## src/lads_map.svh

```systemverilog
// Register offsets, field positions, reset values and codes of the link-analysis diagnostics block.
// Assumes nothing; definitions only, included by bare name.
`ifndef LADS_MAP_SVH
`define LADS_MAP_SVH

// ----------------------------------------
// Register indices (byte address = index * 4)
// ----------------------------------------
`define LADS_IDX_DIAG    8'h1E
`define LADS_IDX_CTRL    8'h20
`define LADS_IDX_IRQ_STS 8'h21
`define LADS_IDX_IRQ_CLR 8'h22
`define LADS_IDX_IRQ_EN  8'h23

// ----------------------------------------
// Diagnostics register fields
// ----------------------------------------
`define LADS_RSV_HI      15
`define LADS_RSV_LO      12
`define LADS_SWAP_BIT    11
`define LADS_LEN_HI      10
`define LADS_LEN_LO      5
`define LADS_POL_HI      4
`define LADS_POL_LO      1
`define LADS_SKEW_BIT    0
`define LADS_DIAG_RST    16'h0000
`define LADS_RW_MASK     16'h0FFF

// ----------------------------------------
// Cable length codes
// ----------------------------------------
`define LADS_LEN_STEP_M  9'h005
`define LADS_LEN_MAX     6'h1F
`define LADS_LEN_INVALID 6'h3F

// ----------------------------------------
// Control and interrupt fields
// ----------------------------------------
`define LADS_CTRL_EN_BIT  0
`define LADS_CTRL_SEL_BIT 1
`define LADS_CTRL_RST     2'h0
`define LADS_EV_SWAP      0
`define LADS_EV_SKEW      1
`define LADS_EV_LENBAD    2
`define LADS_EV_POL       3
`define LADS_EV_RST       4'h0

// ----------------------------------------
// Pair codes
// ----------------------------------------
`define LADS_PAIR_A 2'h0
`define LADS_PAIR_D 2'h3

`endif

```

## src/lads_pkg.sv

```systemverilog
// Types shared by the link-analysis diagnostics block.
// Assumes the map header sits beside it.
`default_nettype none

package lads_pkg;
	// Line speed reported by the transceiver core
	typedef enum logic [1:0] {
		LADS_SPD_10,
		LADS_SPD_100,
		LADS_SPD_1000
	} lads_speed_e;

	// Pair identity, A = 0 through D = 3
	typedef logic [1:0] lads_pair_t;
	typedef lads_pair_t [3:0] lads_pairs_t;
endpackage

`default_nettype wire

```

## src/lads_map_if.sv

```systemverilog
// Carrier between the diagnostics top and its pair mapper.
// Assumes lads_pkg compiled first.
`default_nettype none

interface lads_map_if;
	logic                  mdix;    // MDI-X crossover selected
	logic                  cd_swap; // Pairs C and D swapped
	lads_pkg::lads_pairs_t tx_pair; // Transmit pair per line channel
	lads_pkg::lads_pairs_t rx_pair; // Receive pair per line channel

	modport mapper (input mdix, input cd_swap, output tx_pair, output rx_pair);
	modport user   (output mdix, output cd_swap, input tx_pair, input rx_pair);
endinterface

`default_nettype wire

```

## src/lads_mapper.sv

```systemverilog
// Pair mapper: transmit and receive pair of each line channel.
// Assumes a single 1000Base-T link context; purely combinational.
`default_nettype none

module lads_mapper (
	lads_map_if.mapper m // Mode in, mapping out
);
	import lads_pkg::*;

	// ----------------------------------------
	// Per line channel mapping
	// ----------------------------------------
	genvar c;
	generate
		for (c = 0; c < 4; c++) begin : g_ch
			localparam lads_pair_t CH  = lads_pair_t'(c);
			localparam lads_pair_t XCH = lads_pair_t'(c ^ 1);
			wire upper = (c >= 2);
			// Transmit never moves with the C/D swap
			assign m.tx_pair[c] = m.mdix ? XCH : CH;
			// Swapped C/D flips the receive sense on channels 2 and 3
			assign m.rx_pair[c] = (m.cd_swap && upper) ? (m.mdix ? XCH : CH)
			                                            : (m.mdix ? CH : XCH);
		end
	endgenerate
endmodule

`default_nettype wire

```

## src/lads_top.sv

```systemverilog
// Link-analysis diagnostics register block with Avalon-MM slave and interrupt.
// Assumes core status inputs come from logic on core_clk; no synchronisers needed.
//
// What this block does
// - Bit 11 reads 1 when pairs C and D are found swapped, 1000Base-T.
// - Bits 10:5 give cable length while linked, code times 5 metres, 0 to 155.
// - Codes 0x20 to 0x3e are reserved and never reported.
// - An estimate that cannot be made validly, as on 10Base-T, returns 0x3f.
// - Bits 4..1 give polarity of pairs D, C, B, A in 1000Base-T, else 0; 1 normal, 0 inverted.
// - Bit 0 flags excessive skew when the descrambler fails to lock, 1000Base-T.
// - Without swap, MDI and MDI-X give the fixed channel pair mapping.
// - With C/D swapped, transmit unchanged, receive on channels 2 and 3 changes.
// - The same address shows the TDR view unless link analysis is both enabled and selected.
//
// Implementation choice: the Avalon-MM slave port.
`include "lads_map.svh"
`default_nettype none

module lads_top (
	input  wire logic                 core_clk,        // Clock, 100 MHz
	input  wire logic                 nrst,            // Synchronous reset, active low
	input  wire logic                 ce,              // Clock enable, freezes all state
	// Avalon-MM slave
	input  wire logic [9:0]           avs_address,     // Byte address
	input  wire logic                 avs_read,        // Read request
	input  wire logic                 avs_write,       // Write request
	input  wire logic [31:0]          avs_writedata,   // Write data
	input  wire logic [3:0]           avs_byteenable,  // Byte lanes
	output logic      [31:0]          avs_readdata,    // Read data
	output logic                      avs_waitrequest, // Stall
	// Transceiver core status
	input  wire logic                 link_up,         // Link active
	input  wire lads_pkg::lads_speed_e link_speed,     // Resolved speed
	input  wire logic                 mdix_active,     // Crossover resolved to MDI-X
	input  wire logic                 cd_swap_det,     // C/D swap found
	input  wire logic [3:0]           pol_normal,      // Polarity per pair D..A
	input  wire logic                 descr_locked,    // Descrambler acquired
	input  wire logic [8:0]           len_est_m,       // Length estimate, metres
	input  wire logic                 len_est_ok,      // Estimate is trustworthy
	input  wire logic                 est_update,      // Refresh pulse
	input  wire logic [15:0]          tdr_view,        // TDR view of same address
	// Outputs
	output lads_pkg::lads_pairs_t     line_tx_pair,    // Tx pair per line channel
	output lads_pkg::lads_pairs_t     line_rx_pair,    // Rx pair per line channel
	output logic                      irq              // Level interrupt
);
	import lads_pkg::*;

	// ----------------------------------------
	// State
	// ----------------------------------------
	logic [15:0] diag;
	logic [1:0]  ctrl;
	logic [3:0]  irq_sts;
	logic [3:0]  irq_en;
	logic [15:0] next_diag;
	logic [3:0]  next_sts;
	logic [31:0] next_rdata;

	// ----------------------------------------
	// Bus decode
	// ----------------------------------------
	wire req      = avs_read | avs_write;
	wire accept   = req & ~avs_waitrequest;
	wire wr_fire  = accept & avs_write;
	wire hit_diag = (avs_address == {`LADS_IDX_DIAG, 2'b00});
	wire hit_ctrl = (avs_address == {`LADS_IDX_CTRL, 2'b00});
	wire hit_sts  = (avs_address == {`LADS_IDX_IRQ_STS, 2'b00});
	wire hit_clr  = (avs_address == {`LADS_IDX_IRQ_CLR, 2'b00});
	wire hit_en   = (avs_address == {`LADS_IDX_IRQ_EN, 2'b00});
	wire [15:0] wmask = {{8{avs_byteenable[1]}}, {8{avs_byteenable[0]}}};
	wire [3:0]  clr_bits = (wr_fire && hit_clr && avs_byteenable[0]) ? avs_writedata[3:0] : 4'h0;

	// Link analysis view only with diagnostics on and mode selected
	wire la_view = ctrl[`LADS_CTRL_EN_BIT] & ctrl[`LADS_CTRL_SEL_BIT];

	// ----------------------------------------
	// Hardware view of the link
	// ----------------------------------------
	wire        gig      = link_up && (link_speed == LADS_SPD_1000);
	wire [8:0]  len_q    = len_est_m / `LADS_LEN_STEP_M;
	wire        len_bad  = !link_up || !len_est_ok || (link_speed == LADS_SPD_10);
	wire [5:0]  len_code = len_bad ? `LADS_LEN_INVALID
	                     : (len_q > 9'(`LADS_LEN_MAX)) ? `LADS_LEN_MAX
	                     : len_q[5:0];
	wire        hw_swap  = gig & cd_swap_det;
	wire [3:0]  hw_pol   = gig ? pol_normal : 4'h0;
	wire        hw_skew  = gig & ~descr_locked;
	wire [15:0] hw_diag  = {4'h0, hw_swap, len_code, hw_pol, hw_skew};

	// Events raised when a refresh changes the view
	wire [3:0] ev;
	assign ev[`LADS_EV_SWAP]   = est_update & hw_swap & ~diag[`LADS_SWAP_BIT];
	assign ev[`LADS_EV_SKEW]   = est_update & hw_skew & ~diag[`LADS_SKEW_BIT];
	assign ev[`LADS_EV_LENBAD] = est_update & (len_code == `LADS_LEN_INVALID) &
	                             (diag[`LADS_LEN_HI:`LADS_LEN_LO] != `LADS_LEN_INVALID);
	assign ev[`LADS_EV_POL]    = est_update & (hw_pol != diag[`LADS_POL_HI:`LADS_POL_LO]);

	// ----------------------------------------
	// Next register values
	// ----------------------------------------
	always_comb begin
		next_diag = diag;
		if (est_update) begin
			next_diag = hw_diag;
		end else if (wr_fire && hit_diag && la_view) begin
			// Reserved bits never take write data
			next_diag = (diag & ~(wmask & `LADS_RW_MASK)) |
			            (avs_writedata[15:0] & wmask & `LADS_RW_MASK);
		end
	end

	// Set wins over a clear in the same cycle
	assign next_sts = (irq_sts & ~clr_bits) | ev;

	// Read data selection
	always_comb begin
		next_rdata = 32'h0000_0000;
		if (hit_diag) begin
			next_rdata = {16'h0000, la_view ? diag : tdr_view};
		end else if (hit_ctrl) begin
			next_rdata = {30'h0, ctrl};
		end else if (hit_sts) begin
			next_rdata = {28'h0, irq_sts};
		end else if (hit_en) begin
			next_rdata = {28'h0, irq_en};
		end
	end

	// ----------------------------------------
	// Pair mapping
	// ----------------------------------------
	lads_map_if mif ();
	assign mif.mdix    = mdix_active;
	assign mif.cd_swap = diag[`LADS_SWAP_BIT];

	lads_mapper u_map (
		.m (mif.mapper)
	);

	// ----------------------------------------
	// Bus handshake: one wait cycle per access
	// ----------------------------------------
	always_ff @(posedge core_clk) begin
		if (!nrst) begin
			avs_waitrequest <= 1'b1;
			avs_readdata    <= 32'h0000_0000;
		end else if (ce) begin
			avs_waitrequest <= ~(req & avs_waitrequest);
			if (req && avs_waitrequest && avs_read) begin
				avs_readdata <= next_rdata;
			end
		end
	end

	// Diagnostics register
	always_ff @(posedge core_clk) begin
		if (!nrst) begin
			diag <= `LADS_DIAG_RST;
		end else if (ce) begin
			diag <= next_diag;
		end
	end

	// Control register
	always_ff @(posedge core_clk) begin
		if (!nrst) begin
			ctrl <= `LADS_CTRL_RST;
		end else if (ce && wr_fire && hit_ctrl && avs_byteenable[0]) begin
			ctrl <= avs_writedata[1:0];
		end
	end

	// Interrupt status and enable
	always_ff @(posedge core_clk) begin
		if (!nrst) begin
			irq_sts <= `LADS_EV_RST;
			irq_en  <= `LADS_EV_RST;
		end else if (ce) begin
			irq_sts <= next_sts;
			if (wr_fire && hit_en && avs_byteenable[0]) begin
				irq_en <= avs_writedata[3:0];
			end
		end
	end

	// Registered outputs
	always_ff @(posedge core_clk) begin
		if (!nrst) begin
			irq          <= 1'b0;
			line_tx_pair <= '0;
			line_rx_pair <= '0;
		end else if (ce) begin
			irq          <= |(next_sts & irq_en);
			line_tx_pair <= mif.tx_pair;
			line_rx_pair <= mif.rx_pair;
		end
	end
endmodule

`default_nettype wire

```

## config.mk

```make
export PLATFORM = sky130hd
export DESIGN_NAME = lads_top
export DESIGN_NICKNAME = d
export VERILOG_FILES = /design/src/lads_pkg.sv /design/src/lads_map_if.sv /design/src/lads_mapper.sv /design/src/lads_top.sv
export VERILOG_INCLUDE_DIRS = /design/src /design/src/src
export SDC_FILE = /design/constraint.sdc
export NUM_CORES = 1
export LEC_CHECK = 0
export BUFFER_PORTS_ARGS = -buffer_cell sky130_fd_sc_hd__buf_2
export CORE_UTILIZATION = 45
export CTS_BUF_LIST = sky130_fd_sc_hd__clkbuf_4
export DETAILED_ROUTE_END_ITERATION = 7
export GPL_TIMING_DRIVEN = 0
export PLACE_DENSITY = 0.86
export SLEW_MARGIN = 20
export SYNTH_ARGS = -nofsm -noshare
export SYNTH_HDL_FRONTEND = slang
export SYNTH_SLANG_ARGS = --single-unit
```

## constraint.sdc

```tcl
create_clock -name core_clk -period 4.4 [get_ports core_clk]
set_input_delay 0.88 -clock core_clk [delete_from_list [all_inputs] [get_ports core_clk]]
set_output_delay 0.88 -clock core_clk [all_outputs]
set_load 0.005 [all_outputs]
```

* Word-level counts from Yosys, hierarchy flattened
Index checks and enable logic that the tools add are counted.
** Storage, ports and cells
- Memories :: 0
- Logic and storage cells :: 90
- Register bits after elaboration :: 72
- RAM bits :: 0
- Output and inout bits :: 50
- Bits in latches :: 0
- Input bits :: 88
- Bits in read-only memories :: 0
** Operators by class
- Divide/modulo/power cells :: 1
- Equal/unequal tests :: 9
- Magnitude comparators :: 1
- Multiplexer cells :: 17
- Shift-type cells :: 0
- $add $sub $neg :: 0
- Bitwise logic cells :: 27
- Reductions and logical operators :: 22
- $mul :: 0
** Operators by type and width (number)
- $mux 16 :: 4
- $eq 10x8->1 const B :: 4
- $mux 4 :: 5
- $and 16x16->16 :: 1
- $not 12->16 :: 1
- $or 16x12->16 :: 1
- $and 1x1->1 :: 13
- $and 12x12->12 :: 1
- $logic_and 1x1->1 :: 12
- $mux 6 :: 2
- $eq 10x7->1 const B :: 1
- $div 9x3->9 const B :: 1
- $gt 9x5->1 const B :: 1
- $and 4x4->4 :: 2
- $eq 6x6->1 const B :: 1
- $mux 1 :: 6
- $ne 6x6->1 const B :: 1
- $reduce_and 2->1 :: 3
- $not 1->1 :: 5
- $ne 4x4->1 :: 1
- $not 4->4 :: 1
- $or 4x4->4 :: 1
- $reduce_or 4->1 :: 1
- $eq 2x2->1 const B :: 1
- 5 further kinds :: 7

* Longest topological paths before layout
- Word-level depth :: 11
- Mapped depth :: 18
- Gate-level depth less buffers :: 15

* Hierarchy
Synthesis repeated with hierarchy kept, for this count alone.
** Unflattened totals
- Cells, all modules :: 455
- Area, all modules :: 3773.6 um^2
** Modules (own cells, without submodules)
- lads_top :: seq. area each 1121.1 um^2, cells an instance 437, times used 1, area an instance 3647.2 um^2
- lads_mapper :: seq. area each 0.0 um^2, cells an instance 18, times used 1, area an instance 126.4 um^2

* Worst setup path before layout
Ideal clock, no wire load.
- Path kind :: input to register
- Start :: in len_est_m[6]
- End :: reg diag[5]
- Slack :: 0.845 ns
- Stages on the path :: 15
- Data required time :: 4.278 ns
- Arrival :: 3.433 ns
- Buffers on the path :: 2
- Library setup time :: 0.122 ns
- Path through :: buf_6 > buf_6 > xnor2_1 > a211oi_4 > a211o_1 > a211oi_1 > a221o_1 > inv_1 > ha_1 > o21ai_0 > a21oi_1 > a2111oi_0 > nand4_1 > o21ai_1 > a21oi_1
** On the way
- Word-level cells in the longest chain between the ends :: 5
** Ends and longest elaborated chain
- start: declaration :: RTL line lads_top.sv:38 : input wire logic [8:0] len_est_m,
- $div 9x3->9 (no source line) (*)
- $gt 9x5->1 :: RTL line lads_top.sv:84 : : (len_q > 9'(`LADS_LEN_MAX)) ? `LADS_LEN_MAX
- $mux 6 (*) :: RTL line lads_top.sv:84
- $mux 6 (*) :: RTL line lads_top.sv:83 : wire [5:0] len_code = len_bad ? `LADS_LEN_INVALID
- $mux 16 (*) :: RTL line lads_top.sv:104 : if (est_update) begin
- end signal: assignment :: RTL line lads_top.sv:159 : diag <= `LADS_DIAG_RST;
- end signal: assignment :: RTL line lads_top.sv:161 : diag <= next_diag;
- end: declaration :: RTL line lads_top.sv:52 : logic [15:0] diag;
Every way passes the cells marked *; elsewhere a longest branch is shown, timed or not.
A chain may end at the register's enable or synchronous reset.

* Worst setup path in the final report
- Start :: in len_est_m[4]
- End :: reg diag[5]
The elaborated chain is that of the path after synthesis.

==> results.sh <==
export IMPL_synthCells=440
export IMPL_crit_chain="buf_2 > buf_6 > nor4b_1 > a211o_1 > a211oi_4 > nand2_1 > a211oi_1 > a221o_1 > inv_1 > ha_1 > o21ai_0 > a21oi_1 > a2111oi_0 > nand4_1 > o21ai_1 > a21oi_1"
export IMPL_worstHoldPathCells=2
export IMPL_total_leakage_power_uw=0.00189
export IMPL_wl_per_cell_um=14.8
export IMPL_skew_ns=0.00671
export IMPL_crit_slowest_cell="a211oi_4"
export IMPL_synth_top_family_by_area="compound AO/OA/AOI/OAI gates"
export IMPL_cts_tree="done"
export IMPL_num_rows=31
export IMPL_r2r_cells=8
export IMPL_grt_pass1_wl_mm=15.6
export IMPL_ys_seq_elements=45
export IMPL_nFillCells=696
export IMPL_final_antenna_net_count=0
export IMPL_drt_iter0_markers=319
export IMPL_clk_latency_ns=0.36
export IMPL_cts_max_level=2
export IMPL_synth_ff_type="dfxtp_1"
export IMPL_max_clock_path_buffers=2
export IMPL_cp_start_kind="input port"
export IMPL_min_to="avs_readdata[13]"
export IMPL_yosys_top_cells_count="56 x nand2_1, 45 x dfxtp_1, 30 x buf_4, 27 x nor2_1, 22 x o21ai_0"
export IMPL_final_core_util_pct=56.8
export IMPL_grt_max_degree=13
export IMPL_cp_max_fo=10
export IMPL_drt_pass1_iterations=5
export IMPL_fp_dieArea_mm2=0.00806
export IMPL_post_cts_setup_buffers=0
export IMPL_postSynthAreaPerCell_um2=7.88
export IMPL_setup_violations=0
export IMPL_nets=646
export IMPL_vias=3723
export IMPL_drc=0
export IMPL_rsz0062_at_grt="no"
export IMPL_r2r_start="avs_waitrequest"
export IMPL_arrival_ns=3.91
export IMPL_clk_pin_slew_ns=0.13
export IMPL_drive_gt1_share_pct=28.8
export IMPL_ff2ff_setup_slack_ns=2.20
export IMPL_finalHoldViolCount=0
export IMPL_place_gp_congestion=0.901
export IMPL_slew_headroom_pct=37.7
export IMPL_cts_made_buffers=5
export IMPL_first_global_vias=3311
export IMPL_fmax_mhz=274
export IMPL_die_y_um=89.8
export IMPL_synthMuxAreaShare_pct=7.40
export IMPL_max_stage_delay_ns=0.45
export IMPL_synth_top_area_share_pct=26.0
export IMPL_irDropWorstVdd_uv=153
export IMPL_timing_setup_tns_ns=0
export IMPL_gr_total_overflow=0
export IMPL_synthDistinctLibCells=69
export IMPL_ctsResizeCount=0
export IMPL_powerDensity_mw_per_mm2=220
export IMPL_io_buffers=90
export IMPL_ctsHoldBuffers=0
export IMPL_synth_compound_area_share_pct=28.3
export IMPL_initial_utilization_pct=47.3
export IMPL_hpwlAfterDp_mm=7.50
export IMPL_yosys_warnings=0
export IMPL_hold_path_class="flop to flop"
export IMPL_timing_rr_end="irq"
export IMPL_yosys_area_top_type="dfxtp_1"
export IMPL_fin_crit_sh_pct=83.0
export IMPL_ys_async_sr_fraction_pct=0
export IMPL_area_delta_synth_final_pct=20.0
export IMPL_diodes=0
export IMPL_synthesis_area_mm2=0.00347
export IMPL_ys_top_cells_by_area="dfxtp_1 26%, buf_4 6.5%, nand2_1 6.1%"
export IMPL_worstHoldStart="avs_readdata[13]"
export IMPL_synth_simple_gate_area_share_pct=24.6
export IMPL_synthAdderAreaFrac_pct=0.722
export IMPL_slew_violations=0
export IMPL_root_buffer="clkbuf_4"
export IMPL_fin_crit_ns=3.65
export IMPL_wirelength_mm=9.70
export IMPL_coreArea_mm2=0.00733
export IMPL_worstMarginPinSlew_ns=0.925
export IMPL_ys_seq_area_share_pct=26.0
export IMPL_max_cap_violations=0
export IMPL_cp_end_kind="flop"
export IMPL_die_w_um=89.8
export IMPL_path_class="input port to flop"
export IMPL_pin_count=138
export IMPL_antenna_found_initial=0
export IMPL_synth_xor_area_share_pct=1.52
export IMPL_viasPerCell=5.68
export IMPL_grt_usage_pct=23.2
export IMPL_synth_edf_count=0
export IMPL_worst_path_most_repeated_cell="a21oi_1"
export IMPL_post_synth_top_count_cell="nand2_1"
export IMPL_cp_data_required_time_ns=4.65
export IMPL_status="finished clean"
export IMPL_cts_sinks=45
cell families (layout without fill, tap and decap cells):
group,Yosys count,in the layout
muxes,24,24
xor gates and xnor gates,6,6
DFF,45,45
and+or+nand+nor,164,164
AOI/OAI and AO/OA,130,130
other,1,20
buffers and inverters,68,165
adders and majority gates,2,2
per-stage QoR:
stage               hold slack [ns]  instances  instance area (um^2)  total power [uW]  worst slack [ns]
finish                        0.466        655                  4160               917             0.749
global route                  0.495        655                  4160               961             0.446
CTS                           0.469        655                  4160               910             0.790
detailed placement            0.452        648                  4110               724             0.436
global placement              0.449        648                  4110               717             0.482
floorplan                     0.454        459                  3540               635             0.845
state kept, by name (all words and copies together) (netlist names), 2 cells and up:
register / count
diag: 12
line_tx_pair: 3
irq_sts: 4
ctrl: 2
avs_readdata: 16
irq_en: 4
line_rx_pair: 2
worst max-delay path, delay by kind of cell:
kind / cells / cell delay (ns)
simple gates: 3 / 0.39
fa+ha+maj: 1 / 0.23
compound gates: 9 / 2.06
buf+inv: 3 / 0.35
cell type report:
type	count	area, um^2	share of cell area [%]
buffer	56	349	8.39
clock buffer	6	45.0	1.08
clock inverter	1	3.75	0.0902
inverter	12	45.0	1.08
multi-input combinational	346	2240	53.9
sequential	45	901	21.6
tap	99	124	2.98
timing repair buffer	90	450	10.8
layout by cell type, fill, tap and decap left out, types with 5 or more instances in the layout:
cell type,instances
a21oi_1,21
nand2_1,56
inv_1,12
o211a_1,13
buf_4,30
mux2_2,13
nor2b_1,12
conb_1,20
nand4_1,8
nor2_1,27
xnor2_1,5
nand3_1,14
a22oi_1,7
o211ai_1,6
buf_2,93
clkbuf_1,20
o21ai_0,22
nor3_1,8
dfxtp_1,45
a21boi_0,14
mux2i_1,11
clkbuf_4,6
a31oi_1,6
how the worst max path moves through the flow:
stage,start,end
after global placement,len_est_m[5],diag[5]
after CTS,len_est_m[4],diag[5]
after floorplan,len_est_m[6],diag[5]
after global routing,len_est_m[5],diag[5]
after detailed placement,len_est_m[4],diag[5]
final,len_est_m[4],diag[5]
routing by layer:
metal / part of all wire, % / vias to the layer above / track usage [%]
met5: 0 / - / 0
met4: 1.3 / 0 / 5.60
met3: 8.4 / 21 / 3.89
met2: 46 / 209 / 37.4
met1: 44 / 1698 / 32.1
li1: - / 1795 / -
power by group:
group,total [uW],internal (uW),switching [uW]
clock,195,64.5,131
sequential,439,423,15.3
combinational,283,130,153
Note: power is estimated with default switching activity, not from simulation.
